File: config.mk
export PLATFORM = sky130hd
export DESIGN_NAME = bws_wake_seq
export DESIGN_NICKNAME = d
export VERILOG_FILES = /design/src/bws_pkg.sv /design/src/bws_sync.sv /design/src/bws_timer.sv /design/src/bws_wake_seq.sv
export VERILOG_INCLUDE_DIRS = /design/src
export SDC_FILE = /design/constraint.sdc
export NUM_CORES = 1
export LEC_CHECK = 0
export BUFFER_PORTS_ARGS = -buffer_cell sky130_fd_sc_hd__buf_2
export CAP_MARGIN = 25
export CELL_PAD_IN_SITES_DETAIL_PLACEMENT = 0
export CELL_PAD_IN_SITES_GLOBAL_PLACEMENT = 1
export CORE_AREA = 4 4 108 89
export CTS_BUF_LIST = sky130_fd_sc_hd__clkbuf_16
export CTS_CLUSTER_SIZE = 28
export DETAILED_ROUTE_END_ITERATION = 16
export DIE_AREA = 0 0 112 93
export GPL_ROUTABILITY_DRIVEN = 0
export HOLD_SLACK_MARGIN = 0.08
export PLACE_DENSITY = 0.72
export SYNTH_ARGS = -nofsm -noshare
export SYNTH_HDL_FRONTEND = slang
export SYNTH_SLANG_ARGS = --single-unit
File: constraint.sdc
create_clock -name pclk -period 1.6 [get_ports pclk]
set_input_delay 0.08 -clock pclk [delete_from_list [all_inputs] [get_ports pclk]]
set_output_delay 0.08 -clock pclk [all_outputs]
set_load 0.01 [all_outputs]
File: src/bws_defines.svh
`ifndef BWS_DEFINES_SVH
`define BWS_DEFINES_SVH

// timebase
`define BWS_CLK_NS        40
`define BWS_CEIL(ns)      (((ns) + `BWS_CLK_NS - 1) / `BWS_CLK_NS)
`define BWS_FLOOR(ns)     ((ns) / `BWS_CLK_NS)

// sequence and power-stage times in ns
`define BWS_WAKE_NS       2200
`define BWS_ZC_WIN_NS     2200
`define BWS_BLANK_LO_NS   110
`define BWS_BLANK_HI_NS   190
`define BWS_MINON_LO_NS   110
`define BWS_MINON_HI_NS   100
`define BWS_FAULT_NS      2000

// derived cycle counts
`define BWS_WAKE_CYC      `BWS_CEIL(`BWS_WAKE_NS)
`define BWS_ZC_WIN_CYC    `BWS_FLOOR(`BWS_ZC_WIN_NS)
`define BWS_BLANK_LO_CYC  `BWS_CEIL(`BWS_BLANK_LO_NS)
`define BWS_BLANK_HI_CYC  `BWS_CEIL(`BWS_BLANK_HI_NS)
`define BWS_MINON_LO_CYC  `BWS_CEIL(`BWS_MINON_LO_NS)
`define BWS_MINON_HI_CYC  `BWS_CEIL(`BWS_MINON_HI_NS)
`define BWS_FAULT_CYC     `BWS_FLOOR(`BWS_FAULT_NS)

// register offsets (byte addresses)
`define BWS_OFF_CTRL      12'h000
`define BWS_OFF_STATUS    12'h004
`define BWS_OFF_INT_STAT  12'h008
`define BWS_OFF_INT_MASK  12'h00c
`define BWS_OFF_CONFIG    12'h010

// fields
`define BWS_CTRL_EN       0
`define BWS_CTRL_LPM      1
`define BWS_EV_START      0
`define BWS_EV_FAULT      1
`define BWS_EV_ZC_TO      2
`define BWS_EV_W          3

// reset values
`define BWS_CTRL_RST      2'h0
`define BWS_MASK_RST      3'h0

`endif

File: src/bws_pkg.sv
package bws_pkg;
  typedef enum logic [1:0] {
    bws_st_idle,
    bws_st_wake,
    bws_st_zc,
    bws_st_run
  } bws_state_t;
endpackage : bws_pkg

File: src/bws_sync.sv
`timescale 1ns/100ps
module bws_sync #(
  parameter int unsigned W = 1
) (
  input  wire logic         pclk,
  input  wire logic         presetn,
  input  wire logic [W-1:0] async_in,
  output logic      [W-1:0] sync_out
);
  logic [W-1:0] meta;

  genvar i;
  generate
    for (i = 0; i < W; i++) begin : g_bit
      always_ff @(posedge pclk or negedge presetn) begin
        if (!presetn) begin
          meta[i]     <= 1'b0;
          sync_out[i] <= 1'b0;
        end else begin
          meta[i]     <= async_in[i];
          sync_out[i] <= meta[i];
        end
      end
    end
  endgenerate
endmodule : bws_sync

File: src/bws_timer.sv
`timescale 1ns/100ps
module bws_timer #(
  parameter int unsigned W     = 8,
  parameter logic [W-1:0] LIMIT = 8'h37
) (
  input  wire logic pclk,
  input  wire logic presetn,
  input  wire logic clr,
  input  wire logic en,
  output logic      done
);
  logic [W-1:0] cnt;

  // saturates at the limit so done stays up until cleared
  always_ff @(posedge pclk or negedge presetn) begin
    if (!presetn) begin
      cnt <= '0;
    end else if (clr) begin
      cnt <= '0;
    end else if (en && !done) begin
      cnt <= cnt + 1'b1;
    end
  end

  assign done = (cnt == LIMIT);
endmodule : bws_timer

File: src/bws_wake_seq.sv
// Operation
// - gates switch only while run is high
// - run low during every burst off-time
// - wake-up delay 2.2 us before first pulse
// - first pulse waits for bias power-good
// - zero-cross window 2.2 us, timeout fires pulse
// - wake delay and power-good run in parallel
// - strap selects zero-voltage target 4/8.5 V
// - strap selects blanking 110/190 ns
// - low-power minimum on-time 110/100 ns
// - on-time reaching 2 us flags sense fault
// - switched bias follows run output
//
// The register addresses and the APB interface to the registers are this design's own decisions.
`timescale 1ns/100ps
`include "bws_defines.svh"
module bws_wake_seq
  import bws_pkg::*;
#(
  parameter logic [7:0] FAULT_RDM_HI_CYC = 8'h32
) (
  input  wire logic        pclk,
  input  wire logic        presetn,
  input  wire logic        psel,
  input  wire logic        penable,
  input  wire logic        pwrite,
  input  wire logic [11:0] paddr,
  input  wire logic [31:0] pwdata,
  output logic      [31:0] prdata,
  output logic             pready,
  output logic             pslverr,
  input  wire logic        burst_active,
  input  wire logic        pwm_low_req,
  input  wire logic        pwm_high_req,
  input  wire logic        bias_good_pin,
  input  wire logic        zero_cross_detect,
  input  wire logic        strap_pin,
  input  wire logic        demag_below_th_pin,
  output logic             run_out,
  output logic             switched_bias_out,
  output logic             low_side_gate_out,
  output logic             sync_rect_gate_out,
  output logic             zero_voltage_target_hi,
  output logic             sense_blank_out,
  output logic             irq
);
  localparam logic [7:0] WAKE_CYC = 8'(`BWS_WAKE_CYC);
  localparam logic [7:0] ZC_CYC   = 8'(`BWS_ZC_WIN_CYC);
  localparam logic [7:0] FAULT_CYC = 8'(`BWS_FAULT_CYC);

  bws_state_t st;
  logic [1:0] ctrl;
  logic [`BWS_EV_W-1:0] int_stat;
  logic [`BWS_EV_W-1:0] int_mask;
  logic [`BWS_EV_W-1:0] events;
  logic [3:0] pins_s;
  logic bias_ok;
  logic zc_s;
  logic zc_d;
  logic zc_rise;
  logic strap_hi;
  logic demag_lo;
  logic next_run;
  logic wake_done;
  logic zc_done;
  logic fire;
  logic lg;
  logic sr;
  logic [7:0] on_cnt;
  logic [7:0] blank_cyc;
  logic [7:0] minon_cyc;
  logic [7:0] fault_cyc;
  logic fault_hit;
  logic min_met;
  logic lpm;

  // pins arrive from the analog side, two stages before use
  bws_sync #(.W(4)) u_sync (
    .pclk     (pclk),
    .presetn  (presetn),
    .async_in ({demag_below_th_pin, strap_pin, zero_cross_detect,
                bias_good_pin}),
    .sync_out (pins_s)
  );
  assign bias_ok  = pins_s[0];
  assign zc_s     = pins_s[1];
  assign strap_hi = pins_s[2];
  assign demag_lo = pins_s[3];
  assign lpm      = ctrl[`BWS_CTRL_LPM];

  always_ff @(posedge pclk or negedge presetn) begin
    if (!presetn) begin
      zc_d <= 1'b0;
    end else begin
      zc_d <= zc_s;
    end
  end
  assign zc_rise = zc_s && !zc_d;

  // strap-selected power-stage constants
  assign zero_voltage_target_hi = strap_hi;
  assign blank_cyc = strap_hi ? 8'(`BWS_BLANK_HI_CYC)
                              : 8'(`BWS_BLANK_LO_CYC);
  assign minon_cyc = strap_hi ? 8'(`BWS_MINON_HI_CYC)
                              : 8'(`BWS_MINON_LO_CYC);
  // strap low with a large demag resistor uses a separate limit
  assign fault_cyc = (strap_hi || demag_lo) ? FAULT_CYC
                                            : FAULT_RDM_HI_CYC;

  // run: burst off-time drops it, which also lets isolator bias decay
  assign next_run = ctrl[`BWS_CTRL_EN] && burst_active;
  always_ff @(posedge pclk or negedge presetn) begin
    if (!presetn) begin
      run_out <= 1'b0;
    end else begin
      run_out <= next_run;
    end
  end
  assign switched_bias_out = run_out;

  bws_timer #(.W(8), .LIMIT(WAKE_CYC)) u_wake (
    .pclk    (pclk),
    .presetn (presetn),
    .clr     (st != bws_st_wake),
    .en      (st == bws_st_wake),
    .done    (wake_done)
  );

  bws_timer #(.W(8), .LIMIT(ZC_CYC)) u_zc (
    .pclk    (pclk),
    .presetn (presetn),
    .clr     (st != bws_st_zc),
    .en      (st == bws_st_zc),
    .done    (zc_done)
  );

  assign fire = (st == bws_st_zc) && (zc_rise || zc_done);

  always_ff @(posedge pclk or negedge presetn) begin
    if (!presetn) begin
      st <= bws_st_idle;
    end else if (!run_out) begin
      st <= bws_st_idle;
    end else begin
      unique case (st)
        bws_st_idle: st <= bws_st_wake;
        bws_st_wake: begin
          if (wake_done && bias_ok) begin
            st <= bws_st_zc;
          end
        end
        bws_st_zc: begin
          if (fire) begin
            st <= bws_st_run;
          end
        end
        bws_st_run: st <= bws_st_run;
      endcase
    end
  end

  assign fault_hit = lg && (on_cnt == fault_cyc - 8'h01);
  assign min_met   = !lpm || (on_cnt >= minon_cyc - 8'h01);

  // low-side gate; next_run clears it the same edge run falls
  always_ff @(posedge pclk or negedge presetn) begin
    if (!presetn) begin
      lg <= 1'b0;
    end else if (!next_run || !run_out) begin
      lg <= 1'b0;
    end else if (fire) begin
      lg <= 1'b1;
    end else if (fault_hit) begin
      lg <= 1'b0;
    end else if (lg && !pwm_low_req && min_met) begin
      lg <= 1'b0;
    end else if (!lg && st == bws_st_run && pwm_low_req
                 && !pwm_high_req) begin
      lg <= 1'b1;
    end
  end
  assign low_side_gate_out = lg;

  always_ff @(posedge pclk or negedge presetn) begin
    if (!presetn) begin
      on_cnt <= 8'h00;
    end else if (!lg) begin
      on_cnt <= 8'h00;
    end else if (on_cnt != 8'hff) begin
      on_cnt <= on_cnt + 8'h01;
    end
  end
  assign sense_blank_out = lg && (on_cnt < blank_cyc);

  // sync-rect gate never overlaps the low-side gate
  always_ff @(posedge pclk or negedge presetn) begin
    if (!presetn) begin
      sr <= 1'b0;
    end else begin
      sr <= next_run && run_out && st == bws_st_run && pwm_high_req
            && !pwm_low_req && !lg;
    end
  end
  assign sync_rect_gate_out = sr;

  // events and interrupt
  assign events[`BWS_EV_START] = fire;
  assign events[`BWS_EV_FAULT] = fault_hit;
  assign events[`BWS_EV_ZC_TO] = (st == bws_st_zc) && zc_done && !zc_rise;

  logic wr;
  logic rd_setup;
  logic mapped;
  assign wr = psel && penable && pwrite;
  assign rd_setup = psel && !penable && !pwrite;
  assign mapped = (paddr == `BWS_OFF_CTRL) || (paddr == `BWS_OFF_STATUS)
               || (paddr == `BWS_OFF_INT_STAT)
               || (paddr == `BWS_OFF_INT_MASK)
               || (paddr == `BWS_OFF_CONFIG);
  assign pready  = 1'b1;
  assign pslverr = psel && penable && !mapped;

  always_ff @(posedge pclk or negedge presetn) begin
    if (!presetn) begin
      ctrl <= `BWS_CTRL_RST;
    end else if (wr && paddr == `BWS_OFF_CTRL) begin
      ctrl <= pwdata[1:0];
    end
  end

  always_ff @(posedge pclk or negedge presetn) begin
    if (!presetn) begin
      int_mask <= `BWS_MASK_RST;
    end else if (wr && paddr == `BWS_OFF_INT_MASK) begin
      int_mask <= pwdata[`BWS_EV_W-1:0];
    end
  end

  // write-one-to-clear; a same-cycle event wins
  always_ff @(posedge pclk or negedge presetn) begin
    if (!presetn) begin
      int_stat <= '0;
    end else if (wr && paddr == `BWS_OFF_INT_STAT) begin
      int_stat <= (int_stat & ~pwdata[`BWS_EV_W-1:0]) | events;
    end else begin
      int_stat <= int_stat | events;
    end
  end
  assign irq = |(int_stat & int_mask);

  // read data captured in the setup phase, zero wait states
  always_ff @(posedge pclk or negedge presetn) begin
    if (!presetn) begin
      prdata <= 32'h0000_0000;
    end else if (rd_setup) begin
      unique case (paddr)
        `BWS_OFF_CTRL:     prdata <= {30'h0, ctrl};
        `BWS_OFF_STATUS:   prdata <= {25'h0, st, demag_lo, strap_hi,
                                      bias_ok, lg, run_out};
        `BWS_OFF_INT_STAT: prdata <= {29'h0, int_stat};
        `BWS_OFF_INT_MASK: prdata <= {29'h0, int_mask};
        `BWS_OFF_CONFIG:   prdata <= {blank_cyc, minon_cyc, fault_cyc,
                                      7'h0, strap_hi};
        default:           prdata <= 32'h0000_0000;
      endcase
    end
  end

  // helper: cycles since run rose, for the wake check
  logic [7:0] run_age;
  localparam int WAKE_I = `BWS_WAKE_CYC;
  always_ff @(posedge pclk or negedge presetn) begin
    if (!presetn) begin
      run_age <= 8'h00;
    end else if (!run_out) begin
      run_age <= 8'h00;
    end else if (run_age != 8'hff) begin
      run_age <= run_age + 8'h01;
    end
  end

  gates_off_a: assert property (@(posedge pclk) disable iff (!presetn)
    !run_out |-> !low_side_gate_out && !sync_rect_gate_out)
    else $error("gate active while run low");

  run_drop_a: assert property (@(posedge pclk) disable iff (!presetn)
    !burst_active |=> !run_out)
    else $error("run high during burst off-time");

  wake_delay_a: assert property (@(posedge pclk) disable iff (!presetn)
    $rose(low_side_gate_out) |-> run_age >= WAKE_I)
    else $error("first pulse before wake-up delay");

  bias_hold_a: assert property (@(posedge pclk) disable iff (!presetn)
    (st == bws_st_wake && !bias_ok) |=> st != bws_st_zc)
    else $error("window opened without power-good");

  zc_fire_a: assert property (@(posedge pclk) disable iff (!presetn)
    (st == bws_st_zc && zc_rise && next_run && run_out)
      |=> low_side_gate_out)
    else $error("zero crossing did not fire pulse");

  zc_expire_a: assert property (@(posedge pclk) disable iff (!presetn)
    $rose(st == bws_st_zc) |-> ##[1:57] (low_side_gate_out || !run_out))
    else $error("window expiry did not fire pulse");

  both_gates_a: assert property (@(posedge pclk) disable iff (!presetn)
    $rose(st == bws_st_zc) |-> $past(wake_done) && $past(bias_ok))
    else $error("window opened before both delays");

  target_sel_a: assert property (@(posedge pclk) disable iff (!presetn)
    zero_voltage_target_hi == $past(strap_pin, 2))
    else $error("zero-voltage target mismatch");

  blank_lo_a: assert property (@(posedge pclk) disable iff (!presetn)
    ($rose(lg) && !strap_hi) ##0 (lg && !strap_hi)[*4] |->
      (!sense_blank_out && $past(sense_blank_out)
       && $past(sense_blank_out, 3)))
    else $error("blanking length wrong, strap low");

  blank_hi_a: assert property (@(posedge pclk) disable iff (!presetn)
    ($rose(lg) && strap_hi) ##0 (lg && strap_hi)[*5] |->
      (sense_blank_out && $past(sense_blank_out, 4)) ##1 !sense_blank_out)
    else $error("blanking length wrong, strap high");

  min_on_a: assert property (@(posedge pclk) disable iff (!presetn)
    ($fell(lg) && $past(lpm) && $past(next_run) && $past(run_out))
      |-> $past(on_cnt) >= $past(minon_cyc) - 8'h01)
    else $error("minimum on-time violated");

  fault_a: assert property (@(posedge pclk) disable iff (!presetn)
    (fault_hit && next_run && run_out) |=>
      !lg && int_stat[`BWS_EV_FAULT])
    else $error("sense fault not flagged");

  bias_sw_a: assert property (@(posedge pclk) disable iff (!presetn)
    switched_bias_out == run_out)
    else $error("switched bias not following run");

  restart_a: assert property (@(posedge pclk) disable iff (!presetn)
    $fell(run_out) |=> st == bws_st_idle && !lg)
    else $error("sequence not abandoned on run drop");

  cv_zc_hit: cover property (@(posedge pclk) disable iff (!presetn)
    st == bws_st_zc && zc_rise);
  cv_zc_to: cover property (@(posedge pclk) disable iff (!presetn)
    events[`BWS_EV_ZC_TO]);
  cv_fault: cover property (@(posedge pclk) disable iff (!presetn)
    fault_hit);
  cv_abort: cover property (@(posedge pclk) disable iff (!presetn)
    st == bws_st_wake ##1 !run_out);
endmodule : bws_wake_seq

; After elaboration in Yosys (flattened, before gate mapping)
; Cells that the tools add are included.
[word_totals]
regBits = 78
latchBits = 0
mem_bits_rw = 0
romBits = 0
input_bits = 56
wordCells = 119
memories = 0
[op_classes]
add_sub_neg = 3
mul = 0
n_div = 0
magnitude_cmp = 2
eq_ne = 16
shift = 0
mux = 18
n_bitwise = 5
n_reduce_logical = 55
[op_table]
columns = cell, n
row1 = 27-bit case mux with 5 select lines, 1
row2 = 8-bit two-way mux, 6
row3 = 1-bit logical AND, 28
row4 = "8-bit by 1-bit adder with 8-bit output, second input constant", 3
row5 = "12-bit by 4-bit == test with 1-bit output, second input constant", 2
row6 = "8-bit by 6-bit == test with 1-bit output, second input constant", 3
row7 = 1-bit logical NOT, 13
row8 = "12-bit by 3-bit == test with 1-bit output, second input constant", 1
row9 = "12-bit by 5-bit == test with 1-bit output, second input constant", 1
row10 = 12-bit logical NOT, 1
row11 = "8-bit by 2-bit greater-or-equal comparator with 1-bit output, second input constant", 1
row12 = 8-bit by 3-bit less-than comparator with 1-bit output, 1
row13 = "8-bit != test, second input constant", 1
row14 = 2-bit case mux with 4 select lines, 1
row15 = 1-bit logical OR, 7
row16 = 3-bit bitwise AND, 2
row17 = 2-bit two-way mux, 3
row18 = 3-bit two-way mux, 2
row19 = "3-bit != test, second input constant", 2
row20 = 3-bit bitwise OR, 2
row21 = 1-bit two-way mux, 5
row22 = 5-bit nonzero test, 1
row23 = "2-bit == test, second input constant", 2
row24 = "2-bit by 1-bit != test with 1-bit output, second input constant", 2
row25 = 7 further kinds, 8

; Depth between registers and ports, before layout
; Gate-level depths: netlist (run 1).
[depth]
word_depth = 9
mapped_depth = 6

; By module
; A second synthesis (run 1) with hierarchy kept.
[hier_totals]
cells_unflattened = 289
hier_area_um2 = 2932.8
[modules_own_cells]
columns = mod, n_inst, cells_per_inst, area_each_um2, seq_area_each_um2
row1 = bws_wake_seq, 1, 193, 1836.8, 800.8
row2 = bws_timer, 2, 44, 447.9, 200.2
row3 = bws_sync, 1, 8, 200.2, 200.2

; Least setup slack after synthesis (run 1)
; No wires, ideal clock.
[synth_path]
path_type = input -> register
startpoint = input paddr[9]
endpoint = register int_mask[0]
arrival_ns = 1.716
setup_slack_ns = -0.241
path_stages = 4
n_path_buf = 0
cell_sequence = or4_4 or3_4 or3_4 mux2_4
[synth_via]
elab_chain_len = 2
[synth_lines]
columns = item, line_no
row1 = start: declaration, bws_wake_seq.sv:27  ; input wire logic [11:0] paddr,
row2 = 12-bit by 4-bit == test with 1-bit output (no line), --
row3 = 1-bit logical AND (no line), --
row4 = end signal: assignment, bws_wake_seq.sv:233  ; int_mask <= `BWS_MASK_RST;
row5 = end signal: assignment, bws_wake_seq.sv:235  ; int_mask <= pwdata[`BWS_EV_W-1:0];
row6 = end: declaration, bws_wake_seq.sv:54  ; logic [`BWS_EV_W-1:0] int_mask;
; No other way between the ends.
; A chain may end at the register's enable or synchronous reset.

; Worst setup path after layout (run 1)
[layout_path]
startpoint = register on_cnt[4]
endpoint = output sense_blank_out
[layout_via]
elab_chain_len = 2
[layout_lines]
columns = item, line_no
row1 = start: declaration, bws_wake_seq.sv:69  ; logic [7:0] on_cnt;
row2 = start signal: assignment, bws_wake_seq.sv:190  ; on_cnt <= on_cnt + 8'h01;
row3 = 8-bit by 3-bit less-than comparator with 1-bit output, bws_wake_seq.sv:193  ; assign sense_blank_out = lg && (on_cnt < blank_cyc);
row4 = 1-bit logical AND, bws_wake_seq.sv:193
row5 = end: declaration, bws_wake_seq.sv:44  ; output logic sense_blank_out,
; No other way between the ends.

==> results of run 1 <==
[area by class of cell]
cell class              count  area [µm²]
fillers                   810        4790
clock inverters             1        30.0
repair buffers             90         603
flip-flops and latches     56        1400
well taps                 112         140
clock buffers               5         125
inverters                  11        41.3
multi-input cells         194        1310
[Yosys cell counts, drive strengths merged, types with 7 or more instances]
cell | number | area share
dfrtp | 56 | 0.49
buf | 24 | 0.064
nor2 | 24 | 0.032
nand2 | 18 | 0.024
nand3 | 13 | 0.023
o21ai | 13 | 0.023
inv | 11 | 0.015
nor3 | 9 | 0.016
clkbuf | 8 | 0.011
xor2 | 8 | 0.025
a22o | 7 | 0.022
ha | 7 | 0.031
[cells in the final DEF (no fill, tap or decap), drive strengths merged, types with 6 or more instances in the layout]
cell type	n
a21oi	6
a22o	7
buf	79
conb	18
dfrtp	56
dlygate4sd3	11
ha	7
inv	11
mux2	6
nand2	18
nand3	13
nor2	24
nor3	9
o21ai	13
or3	6
xor2	8
[cells by family (layout without fill, tap and decap cells)]
logic type / after synthesis / after routing
xor gates and xnor gates: 12 / 12
and+or+nand+nor: 105 / 105
adders and majority gates: 7 / 7
buffers and inverters: 43 / 107
DFF: 56 / 56
other: 2 / 18
muxes: 12 / 12
AOI/OAI and AO/OA: 40 / 40
[repair_timing]
| item | CTS | global route |
|---|---|---|
| hold buffers | 11 | 0 |
| hold endpoints to repair | 66 | 0 |
| resized for setup | 5 | 9 |
| endpoints found under the setup margin | 6 | 19 |
| pin swaps | 4 | 4 |
| buffers inserted | 1 | 3 |
[state kept, by name, summed over array words and instances, names as in the netlist]
register	flops
int_stat	3
sync_rect_gate_out	1
run_out	1
u_sync.sync_out	4
u_wake.cnt	8
on_cnt	8
low_side_gate_out	1
u_zc.cnt	8
int_mask	3
prdata	10
st	2
ctrl	2
u_sync.meta	4
zc_d	1
[worst max-delay path, cell delays in order (launching register included)]
cell and delay, ps:
dfrtp_1 380, or4_4 540, or4_4 430, a21oi_2 130
buf_2 140
[how the worst max path moves through the flow]
| stage | from | to | slack (ps) | depth (start not counted) |
|---|---|---|---|---|
| floorplan | paddr[9] | ctrl[0] | -230 | 4 |
| global placement | paddr[9] | ctrl[0] | -340 | 6 |
| detailed placement | paddr[9] | int_mask[2] | -360 | 5 |
| CTS | on_cnt[4] | sense_blank_out | -390 | 4 |
| global route | on_cnt[4] | sense_blank_out | -440 | 4 |
| finish | on_cnt[4] | sense_blank_out | -380 | 4 |
[layer usage]
layer | wire (µm) | part of all wire | global-route usage
met5 | 0 | 0 | 0
met4 | 63 | 0.010 | 0.0300
met3 | 283 | 0.046 | 0.0265
met2 | 2850 | 0.46 | 0.197
met1 | 2940 | 0.48 | 0.163
[power by group through the flow]
stage,combinational (µW),sequential (µW),clock [µW]
finish,168,1430,1180
detailed placement,145,1460,0
global placement,144,1460,0
CTS,167,1430,1230
global route,189,1430,1280
floorplan,86.6,1460,0
[metrics by stage]
step                worst slack, ps  hold WS [ps]  cells
finish                         -377          94.1    469
global route                   -441           105    469
CTS                            -392          85.2    466
detailed placement             -363           109    448
global placement               -340           105    448
floorplan                      -228          -216    293
==> summary.md, run 1 <==
| Metric | Value |
|---|---|
| Status | `finished with violations` |
| Failing checks | `setup timing` |
| First drt pass iteration count | `4` |
| Fin crit share | `1.24` |
| Post-synth top flop | `dfrtp_1` |
| WP data required | `between 1500 and 2000 ps` |
| Die Width | `around 110 µm` |
| Pwr Total | `2780 µW` |
| Clk_skew | `~2.8 ps` |
| Sw Ratio | `0.204` |
| Synthesized area per cell | `10.2 µm²` |
| CTS root buffer | `clkbuf_16` |
| RR Endpoint | `low_side_gate_out` |
| Critical Path End Type | `output port` |
| GR Overflow Total | `0` |
| Routed len/inst | `roughly 13 µm` |
| DRT iter0 DRCs | `98` |
| Vias in the first global route | `roughly 2,100` |
| Post-synthesis mux area share | `0.0534` |
| Setup slack on the worst flop-to-flop path | `100 ps` |
| Detailed Place HPWL | `between 4 and 5 mm` |
| # IOs | `between 90 and 100` |
| Post-synthesis simple-gate area fraction | `0.199` |
| Via count of the routed design | `~2,200` |
| Worst Slack Setup Final | `-377 ps` |
| CTS tree | `yes` |
| Power per Cell Area | `between 700 and 800 mW/mm²` |
| Core Box Area | `0.00845 mm²` |
| Layout Utilization | `0.432` |
| Clk_lat worst skew | `between 200 and 300 ps` |
| Cells after Synth | `277` |
| CP max FO | `2` |
| Distinct cells, synth | `46` |
| Worst Path Arrival | `between 1500 and 2000 ps` |
| Final Hold Vio Count | `0` |
| GR Util All Layers | `0.120` |
| Total CTS buffers | `5` |
| Largest net degree at the start of global routing | `57` |
| DR vias/cell | `4.66` |
| Setup Crit Path Kind | `flop to output port` |
| Async SR Flop Fraction | `1.00` |
| Compound-gate portion of the synthesized area | `0.0932` |
| Ys Warns | `0` |
| Clock Tree Buf Depth | `2` |
| RSZ-0062 raised after global routing | `true` |
| Final setup viols | `4` |
| Hold Path Stages | `2` |
| H-tree depth | `2` |
| Final Slew Violations | `0` |
| Clock transition at path regs | `roughly 70 ps` |
| Sw power | `around 570 µW` |
| XOR/XNOR share of the synthesized area | `0.0371` |
| First-pass GRT wire length | `10.2 mm` |
| Main combinational cell family by area after synthesis | `simple AND/OR/NAND/NOR gates` |
| Die Ht | `~93 µm` |
| Post-Syn Area | `about 0.0028 mm²` |
| Int Pwr | `approximately 2200 µW` |
| Clock Sinks | `56` |
| Nets | `approximately 420` |
| Max cap viols | `0` |
| Initial Utilization | `0.335` |
| DIE AREA | `around 0.010 mm²` |
| Number of synthesized flops with an enable pin | `0` |
| Reg power frac | `0.515` |
| Number of remaining DRC errors | `0` |
| Seq cells post-synth | `56` |
| Combinational power share | `0.060` |
| Layout cells sized above 1 | `0.300` |
| Setup tns final | `-391 ps` |
| DRT antenna net count | `0` |
| Depth of the worst register-to-register path | `4` |
| Dpl cell area | `0.00328 mm²` |
| Clock power frac | `0.425` |
| Type of origin of the critical path | `flop` |
| Worst VDD drop | `just under 0.5 mV` |
| Hold Startpoint | `paddr[4]` |
| # diodes | `0` |
| Max frequency | `between 0.5 and 0.6 GHz` |
| WL final | `6.13 mm` |
| Area Growth Syn to Fin | `28.9%` |
| Count of input and output buffers | `49` |
| Final instance area | `about 0.0037 mm²` |
| Leak pwr | `0.00176 µW` |
| Site row count | `30` |
| Initial antenna violation count | `0` |
| Hold endpoint | `prdata[1]` |
| Hold WC Path Type | `input port to flop` |
| Min Clock Period, post-route | `roughly 2000 ps` |
| Area share of fa/ha/maj cells after synthesis | `0.0309` |
| Critical R2R Launch | `on_cnt[4]` |
| Seq/Total Area, Yosys | `0.495` |
No activity file was read; power rests on OpenSTA's default activity.
==> run 2, diff against run 1 <==
--- a/config.mk
+++ b/config.mk
@@ -7,7 +7,7 @@
 export NUM_CORES = 1
 export LEC_CHECK = 0
 export BUFFER_PORTS_ARGS = -buffer_cell sky130_fd_sc_hd__buf_2
-export CAP_MARGIN = 25
+export CAP_MARGIN = 20
 export CELL_PAD_IN_SITES_DETAIL_PLACEMENT = 0
 export CELL_PAD_IN_SITES_GLOBAL_PLACEMENT = 1
 export CORE_AREA = 4 4 108 89
@@ -17,7 +17,7 @@
 export DIE_AREA = 0 0 112 93
 export GPL_ROUTABILITY_DRIVEN = 0
 export HOLD_SLACK_MARGIN = 0.08
-export PLACE_DENSITY = 0.72
+export PLACE_DENSITY_LB_ADDON = 0.08
 export SYNTH_ARGS = -nofsm -noshare
 export SYNTH_HDL_FRONTEND = slang
 export SYNTH_SLANG_ARGS = --single-unit
==> summary.md, run 2 (same netlist as run 1, synthesis figures left out) <==
| Metric | Value |
|---|---|
| H-tree depth | `2 (unchanged)` |
| Critical Path End Type | `output port` |
| Fin crit share | `1.22 (-0.0131)` |
| Crit path from | `on_cnt[4]` |
| Slowest cell delay on critical path | `550 ps (about the same)` |
| Hold Startpoint | `paddr[4]` |
| Placed cell count | `448 (unchanged)` |
| Commonest non-fill, non-tap cell in the layout | `dfrtp_1` |
| CP max stage cell | `or4_4` |
| Hold Path Stages | `2 (unchanged)` |
| Post-Layout Cell Count | `471 (+0.43%)` |
| Clock Sinks | `56 (unchanged)` |
| RR Endpoint | `low_side_gate_out` |
| CP bufs+invs | `1 (unchanged)` |
| # IOs | `97 (unchanged)` |
| Final Hold Vio Count | `0 (unchanged)` |
| Setup Crit Path Kind | `flop to output port` |
| Worst VDD drop | `0.445 mV (-10%)` |
| Type of origin of the critical path | `flop` |
| Critical R2R Launch | `on_cnt[4]` |
| WL final | `6.55 mm (+6.8%)` |
| DR vias/cell | `4.65 (-0.20%)` |
| Initial antenna violation count | `0 (unchanged)` |
| Max reg flops | `10 (unchanged)` |
| GR Util All Layers | `0.126 (+0.00587)` |
| DRT iter0 DRCs | `79 (-19%)` |
| CP max FO | `2 (unchanged)` |
| Die Ht | `93 µm (unchanged)` |
| Core Box Area | `0.00845 mm² (unchanged)` |
| Vias in the first global route | `2,157 (+2.3%)` |
| Max cap viols | `0 (unchanged)` |
| First drt pass iteration count | `4 (unchanged)` |
| CP delay by family, top | `simple AND/OR/NAND/NOR gates` |
| Worst Path Arrival | `1880 ps (-20 ps)` |
| Setup tns final | `-465 ps (-73.9 ps)` |
| CTS tree | `yes` |
| Clk_skew | `5.36 ps (+2.56 ps)` |
| Max frequency | `0.511 GHz (+1.1%)` |
| Clock transition at path regs | `70 ps (about the same)` |
| Routed len/inst | `13.9 µm (+6.4%)` |
| Crit-path cells | `or4_4, or4_4, a21oi_2, buf_2` |
| Pwr Total | `2640 µW (-5.0%)` |
| Depth of the worst register-to-register path | `4 (unchanged)` |
| DIE AREA | `0.0104 mm² (unchanged)` |
| # diodes | `0 (unchanged)` |
| Worst path most repeated cell | `or4_4` |
| Status | `finished with violations` |
| WP data required | `1520 ps (about the same)` |
| GR Overflow Total | `0 (unchanged)` |
| Final setup viols | `4 (unchanged)` |
| DRT antenna net count | `0 (unchanged)` |
| Nets | `421 (unchanged)` |
| Commonest non-fill, non-tap cells in the layout | `dfrtp_1 (56), buf_2 (48), buf_4 (28), nor2_1 (24)` |
| Clk_lat worst skew | `290 ps (about the same)` |
| Final Slew Violations | `0 (unchanged)` |
| Layout fillers | `840 (+3.7%)` |
| Die Width | `112 µm (unchanged)` |
| Number of remaining DRC errors | `0 (unchanged)` |
| First-pass GRT wire length | `10.6 mm (+3.9%)` |
| Worst Slack Setup Final | `-357 ps (+20.9 ps)` |
| Count of input and output buffers | `49 (unchanged)` |
| Initial Utilization | `0.335 (unchanged)` |
| Hold_ws | `97.9 ps (+3.83 ps)` |
| Detailed Place HPWL | `4.75 mm (+4.2%)` |
| Largest net degree at the start of global routing | `57 (unchanged)` |
| Setup slack on the worst flop-to-flop path | `100 ps (about the same)` |
| Leak pwr | `0.00175 µW (-0.27%)` |
| Total CTS buffers | `5 (unchanged)` |
| Area Growth Syn to Fin | `28.3%` |
| Power per Cell Area | `727 mW/mm² (-4.5%)` |
| Failing checks | `setup timing` |
| CTS root buffer | `clkbuf_16` |
| Biggest register | `prdata` |
| RSZ-0062 raised after global routing | `true` |
| Clock Tree Buf Depth | `2 (unchanged)` |
| Hold endpoint | `prdata[1]` |
| Layout cells sized above 1 | `0.295 (-0.00446)` |
| Hold WC Path Type | `input port to flop` |
| Site row count | `30 (unchanged)` |
| Via count of the routed design | `2,192 (+0.23%)` |
| Min Clock Period, post-route | `1960 ps (-20.9 ps)` |
-- run 2: cell types whose count changed in the layout (fill, tap and decap cells not counted) --
cell,change
bufinv_16,-1
ha_2,+1
nor4b_2,+1
mux2_2,-2
a21oi_1,+1
inv_1,+2
nor4b_1,-1
clkinv_1,+1
mux2_4,+2
a21oi_2,-1
ha_4,-1
-- run 2: metrics by stage --
stage	cell area (µm²)	util	worst slack, ps
floorplan	2900	-	-228
global placement	3280	0.389	-356
detailed placement	3280	0.389	-371
CTS	3550	0.420	-364
global route	3630	0.430	-410
finish	3630	0.430	-357
-- run 2: cell type report --
type / instances / area [µm²] / area share
clock buffer: 5 / 125 / 0.0344
tap: 112 / 140 / 0.0386
inverter: 11 / 41.3 / 0.0114
sequential: 56 / 1400 / 0.386
multi-input combinational: 194 / 1310 / 0.361
clock inverter: 3 / 11.3 / 0.00310
timing repair buffer: 90 / 603 / 0.166
-- run 2: power by group --
| part | internal, µW | leakage (µW) | switching (µW) |
|---|---|---|---|
| sequential | 1430 | 0.000757 | 4.43 |
| combinational | 68.8 | 0.000920 | 103 |
| clock | 565 | 0.0000738 | 475 |
| total | 2060 | 0.00175 | 582 |
-- run 2: how the worst max path moves through the flow --
stage	endpoint	slack [ps]	depth (start not counted)
after CTS	sense_blank_out	-360	4
after detailed placement	ctrl[0]	-370	6
after global placement	ctrl[0]	-360	6
after floorplan	ctrl[0]	-230	4
after global routing	sense_blank_out	-410	4
final	sense_blank_out	-360	4
-- run 2: what timing repair did --
item,CTS,global route
pin swaps,4,5
buffers inserted,0,4
hold buffers,11,0
hold endpoints to repair,66,0
endpoints found under the setup margin,10,15
resized for setup,4,11
-- run 2: worst register-to-register path, cell delays in order (launching register included) --
cell      delay, ps
dfrtp_1         380
or4_4           550
nand4b_1        200
a22o_1          200
a21oi_1         110
-- run 2: layer usage --
metal | vias up | share of wire | GRT usage
li1 | 1086 | - | -
met5 | - | 0 | 0
met1 | 1048 | 0.50 | 0.178
met2 | 52 | 0.44 | 0.197
met4 | 0 | 0.011 | 0.0330
met3 | 6 | 0.050 | 0.0291
==> run 3, diff against run 2 <==
--- a/config.mk
+++ b/config.mk
@@ -18,6 +18,7 @@
 export GPL_ROUTABILITY_DRIVEN = 0
 export HOLD_SLACK_MARGIN = 0.08
 export PLACE_DENSITY_LB_ADDON = 0.08
+export REMOVE_ABC_BUFFERS = 1
 export SYNTH_ARGS = -nofsm -noshare
 export SYNTH_HDL_FRONTEND = slang
 export SYNTH_SLANG_ARGS = --single-unit
==> summary.md, run 3 (same netlist as run 1, synthesis figures left out) <==
| Metric | Value |
|---|---|
| Final setup viols | `4 (unchanged)` |
| CTS tree | `yes` |
| Clock Sinks | `56 (unchanged)` |
| Vias in the first global route | `2,144 (-0.60%)` |
| Total CTS buffers | `5 (unchanged)` |
| CP delay by family, top | `simple AND/OR/NAND/NOR gates` |
| Power per Cell Area | `739 mW/mm² (+1.5%)` |
| CP Depth | `4 (unchanged)` |
| Critical Path End Type | `output port` |
| Worst Path Arrival | `1900 ps (+20 ps)` |
| DR vias/cell | `4.70 (+0.90%)` |
| Critical R2R Launch | `on_cnt[6]` |
| Largest net degree at the start of global routing | `57 (unchanged)` |
| Max frequency | `0.505 GHz (-1.1%)` |
| Hold_ws | `110 ps (+11.7 ps)` |
| Worst VDD drop | `0.354 mV (-21%)` |
| Setup tns final | `-514 ps (-48.6 ps)` |
| Initial Utilization | `0.335 (unchanged)` |
| Routed len/inst | `14.0 µm (+0.96%)` |
| First-pass GRT wire length | `10.9 mm (+2.5%)` |
| CP bufs+invs | `1 (unchanged)` |
| Register area | `0.00140 mm² (unchanged)` |
| First drt pass iteration count | `4 (unchanged)` |
| DIE AREA | `0.0104 mm² (unchanged)` |
| WL final | `6.55 mm (+0.11%)` |
| Placed cell count | `447 (-0.22%)` |
| Count of input and output buffers | `49 (unchanged)` |
| Crit path from | `on_cnt[6]` |
| # diodes | `0 (unchanged)` |
| Post-Layout Cell Count | `467 (-0.85%)` |
| GR Util All Layers | `0.129 (+0.00231)` |
| Fin crit share | `1.24 (+0.0142)` |
| Status | `finished with violations` |
| Setup Crit Path Kind | `flop to output port` |
| RR Endpoint | `low_side_gate_out` |
| Worst path most repeated cell | `or4_4` |
| Failing checks | `setup timing` |
| Pre-CTS setup slack | `-355 ps (+15.9 ps)` |
| Commonest non-fill, non-tap cells in the layout | `dfrtp_1 (56), buf_2 (48), buf_4 (25), nor2_1 (24)` |
| Layout cells sized above 1 | `0.290 (-0.00512)` |
| Biggest register | `prdata` |
| Core Box Area | `0.00845 mm² (unchanged)` |
| Clock transition at path regs | `70 ps (about the same)` |
| Type of origin of the critical path | `flop` |
| Depth of the worst register-to-register path | `4 (unchanged)` |
| Slowest cell delay on critical path | `550 ps (about the same)` |
| GR Overflow Total | `0 (unchanged)` |
| Clk_skew | `8.44 ps (+3.07 ps)` |
| Commonest non-fill, non-tap cell in the layout | `dfrtp_1` |
| Max cap viols | `0 (unchanged)` |
| Min Clock Period, post-route | `1980 ps (+22.7 ps)` |
| Site row count | `30 (unchanged)` |
| CTS root buffer | `clkbuf_16` |
| Crit-path cells | `or4_4, or4_4, a21oi_2, buf_2` |
| Number of remaining DRC errors | `0 (unchanged)` |
| WP data required | `1520 ps (about the same)` |
| Area Growth Syn to Fin | `26.8%` |
| Die Width | `112 µm (unchanged)` |
| Initial antenna violation count | `0 (unchanged)` |
| DRT iter0 DRCs | `70 (-11%)` |
| Leak pwr | `0.00173 µW (-1.3%)` |
| Via count of the routed design | `2,193 (+0.046%)` |
| Final Slew Violations | `0 (unchanged)` |
| DRT antenna net count | `0 (unchanged)` |
| Nets | `417 (-0.95%)` |
| Clock Tree Buf Depth | `2 (unchanged)` |
| Clk_lat worst skew | `290 ps (about the same)` |
| H-tree depth | `2 (unchanged)` |
| # IOs | `97 (unchanged)` |
| Worst Slack Setup Final | `-379 ps (-22.7 ps)` |
| Hold WC Path Type | `input port to flop` |
| Area of the multi-input gates | `0.00130 mm² (-0.57%)` |
| CP max stage cell | `or4_4` |
| RSZ-0062 raised after global routing | `true` |
| Die Ht | `93 µm (unchanged)` |
| Layout fillers | `868 (+3.3%)` |
| Crit path capture | `sense_blank_out` |
| Detailed Place HPWL | `4.70 mm (-1.1%)` |
| Setup slack on the worst flop-to-flop path | `70 ps (-30 ps)` |
| Max reg flops | `10 (unchanged)` |
| CP max FO | `2 (unchanged)` |
| Final Hold Vio Count | `0 (unchanged)` |
[run 3: cell count changes in the layout (fill, tap and decap cells not counted), sizes merged]
cell	before	now
buf	79	75
[run 3: cell type report]
class	count	area share
sequential	56	0.390
multi-input combinational	194	0.363
timing repair buffer	86	0.158
tap	112	0.0390
clock buffer	5	0.0348
inverter	11	0.0115
clock inverter	3	0.00313
[run 3: through the flow]
stage | util | area [µm²] | total power [µW]
detailed placement | 0.387 | 3270 | 1610
finish | 0.425 | 3590 | 2650
CTS | 0.420 | 3550 | 2700
floorplan | - | 2680 | 1500
global route | 0.425 | 3590 | 2800
global placement | 0.387 | 3270 | 1610
[run 3: worst reg2reg max path, cell delays in order, from the launching register on]
cell      delay [ps]
dfrtp_1          380
or4_4            550
nand4b_1         200
a22o_1           230
a21oi_2          110
[run 3: metal layers]
layer / share of wire / up-vias / global-route usage / wire, µm
li1: - / 1084 / - / -
met3: 0.049 / 5 / 0.0330 / 324
met5: 0 / - / 0 / 0
met4: 0.0075 / 0 / 0.0330 / 49
met2: 0.43 / 54 / 0.185 / 2850
met1: 0.51 / 1050 / 0.192 / 3330
[run 3: worst min-delay path by stage]
| stage | startpoint | end | slack (ps) | cells past startpoint |
|---|---|---|---|---|
| floorplan | presetn | ctrl[0] | -220 | 0 |
| global placement | presetn | u_wake.cnt[4] | 110 | 2 |
| detailed placement | presetn | u_wake.cnt[2] | 110 | 2 |
| CTS | paddr[4] | prdata[1] | 100 | 2 |
| global route | paddr[4] | prdata[2] | 120 | 2 |
| finish | paddr[4] | prdata[1] | 110 | 2 |
[run 3: what timing repair did]
action | CTS | global route
endpoints found under the hold margin | 67 | 0
pin swaps | 1 | 3
endpoints found under the setup margin | 7 | 12
gates resized for setup | 5 | 8
setup buffers | 1 | 0
hold buffers | 11 | 0
[run 3: report_power, final]
part           switching (µW)  internal (µW)
Combinational             102           68.7
Clock                     485            566
Sequential               5.15           1430
Total                     592           2060
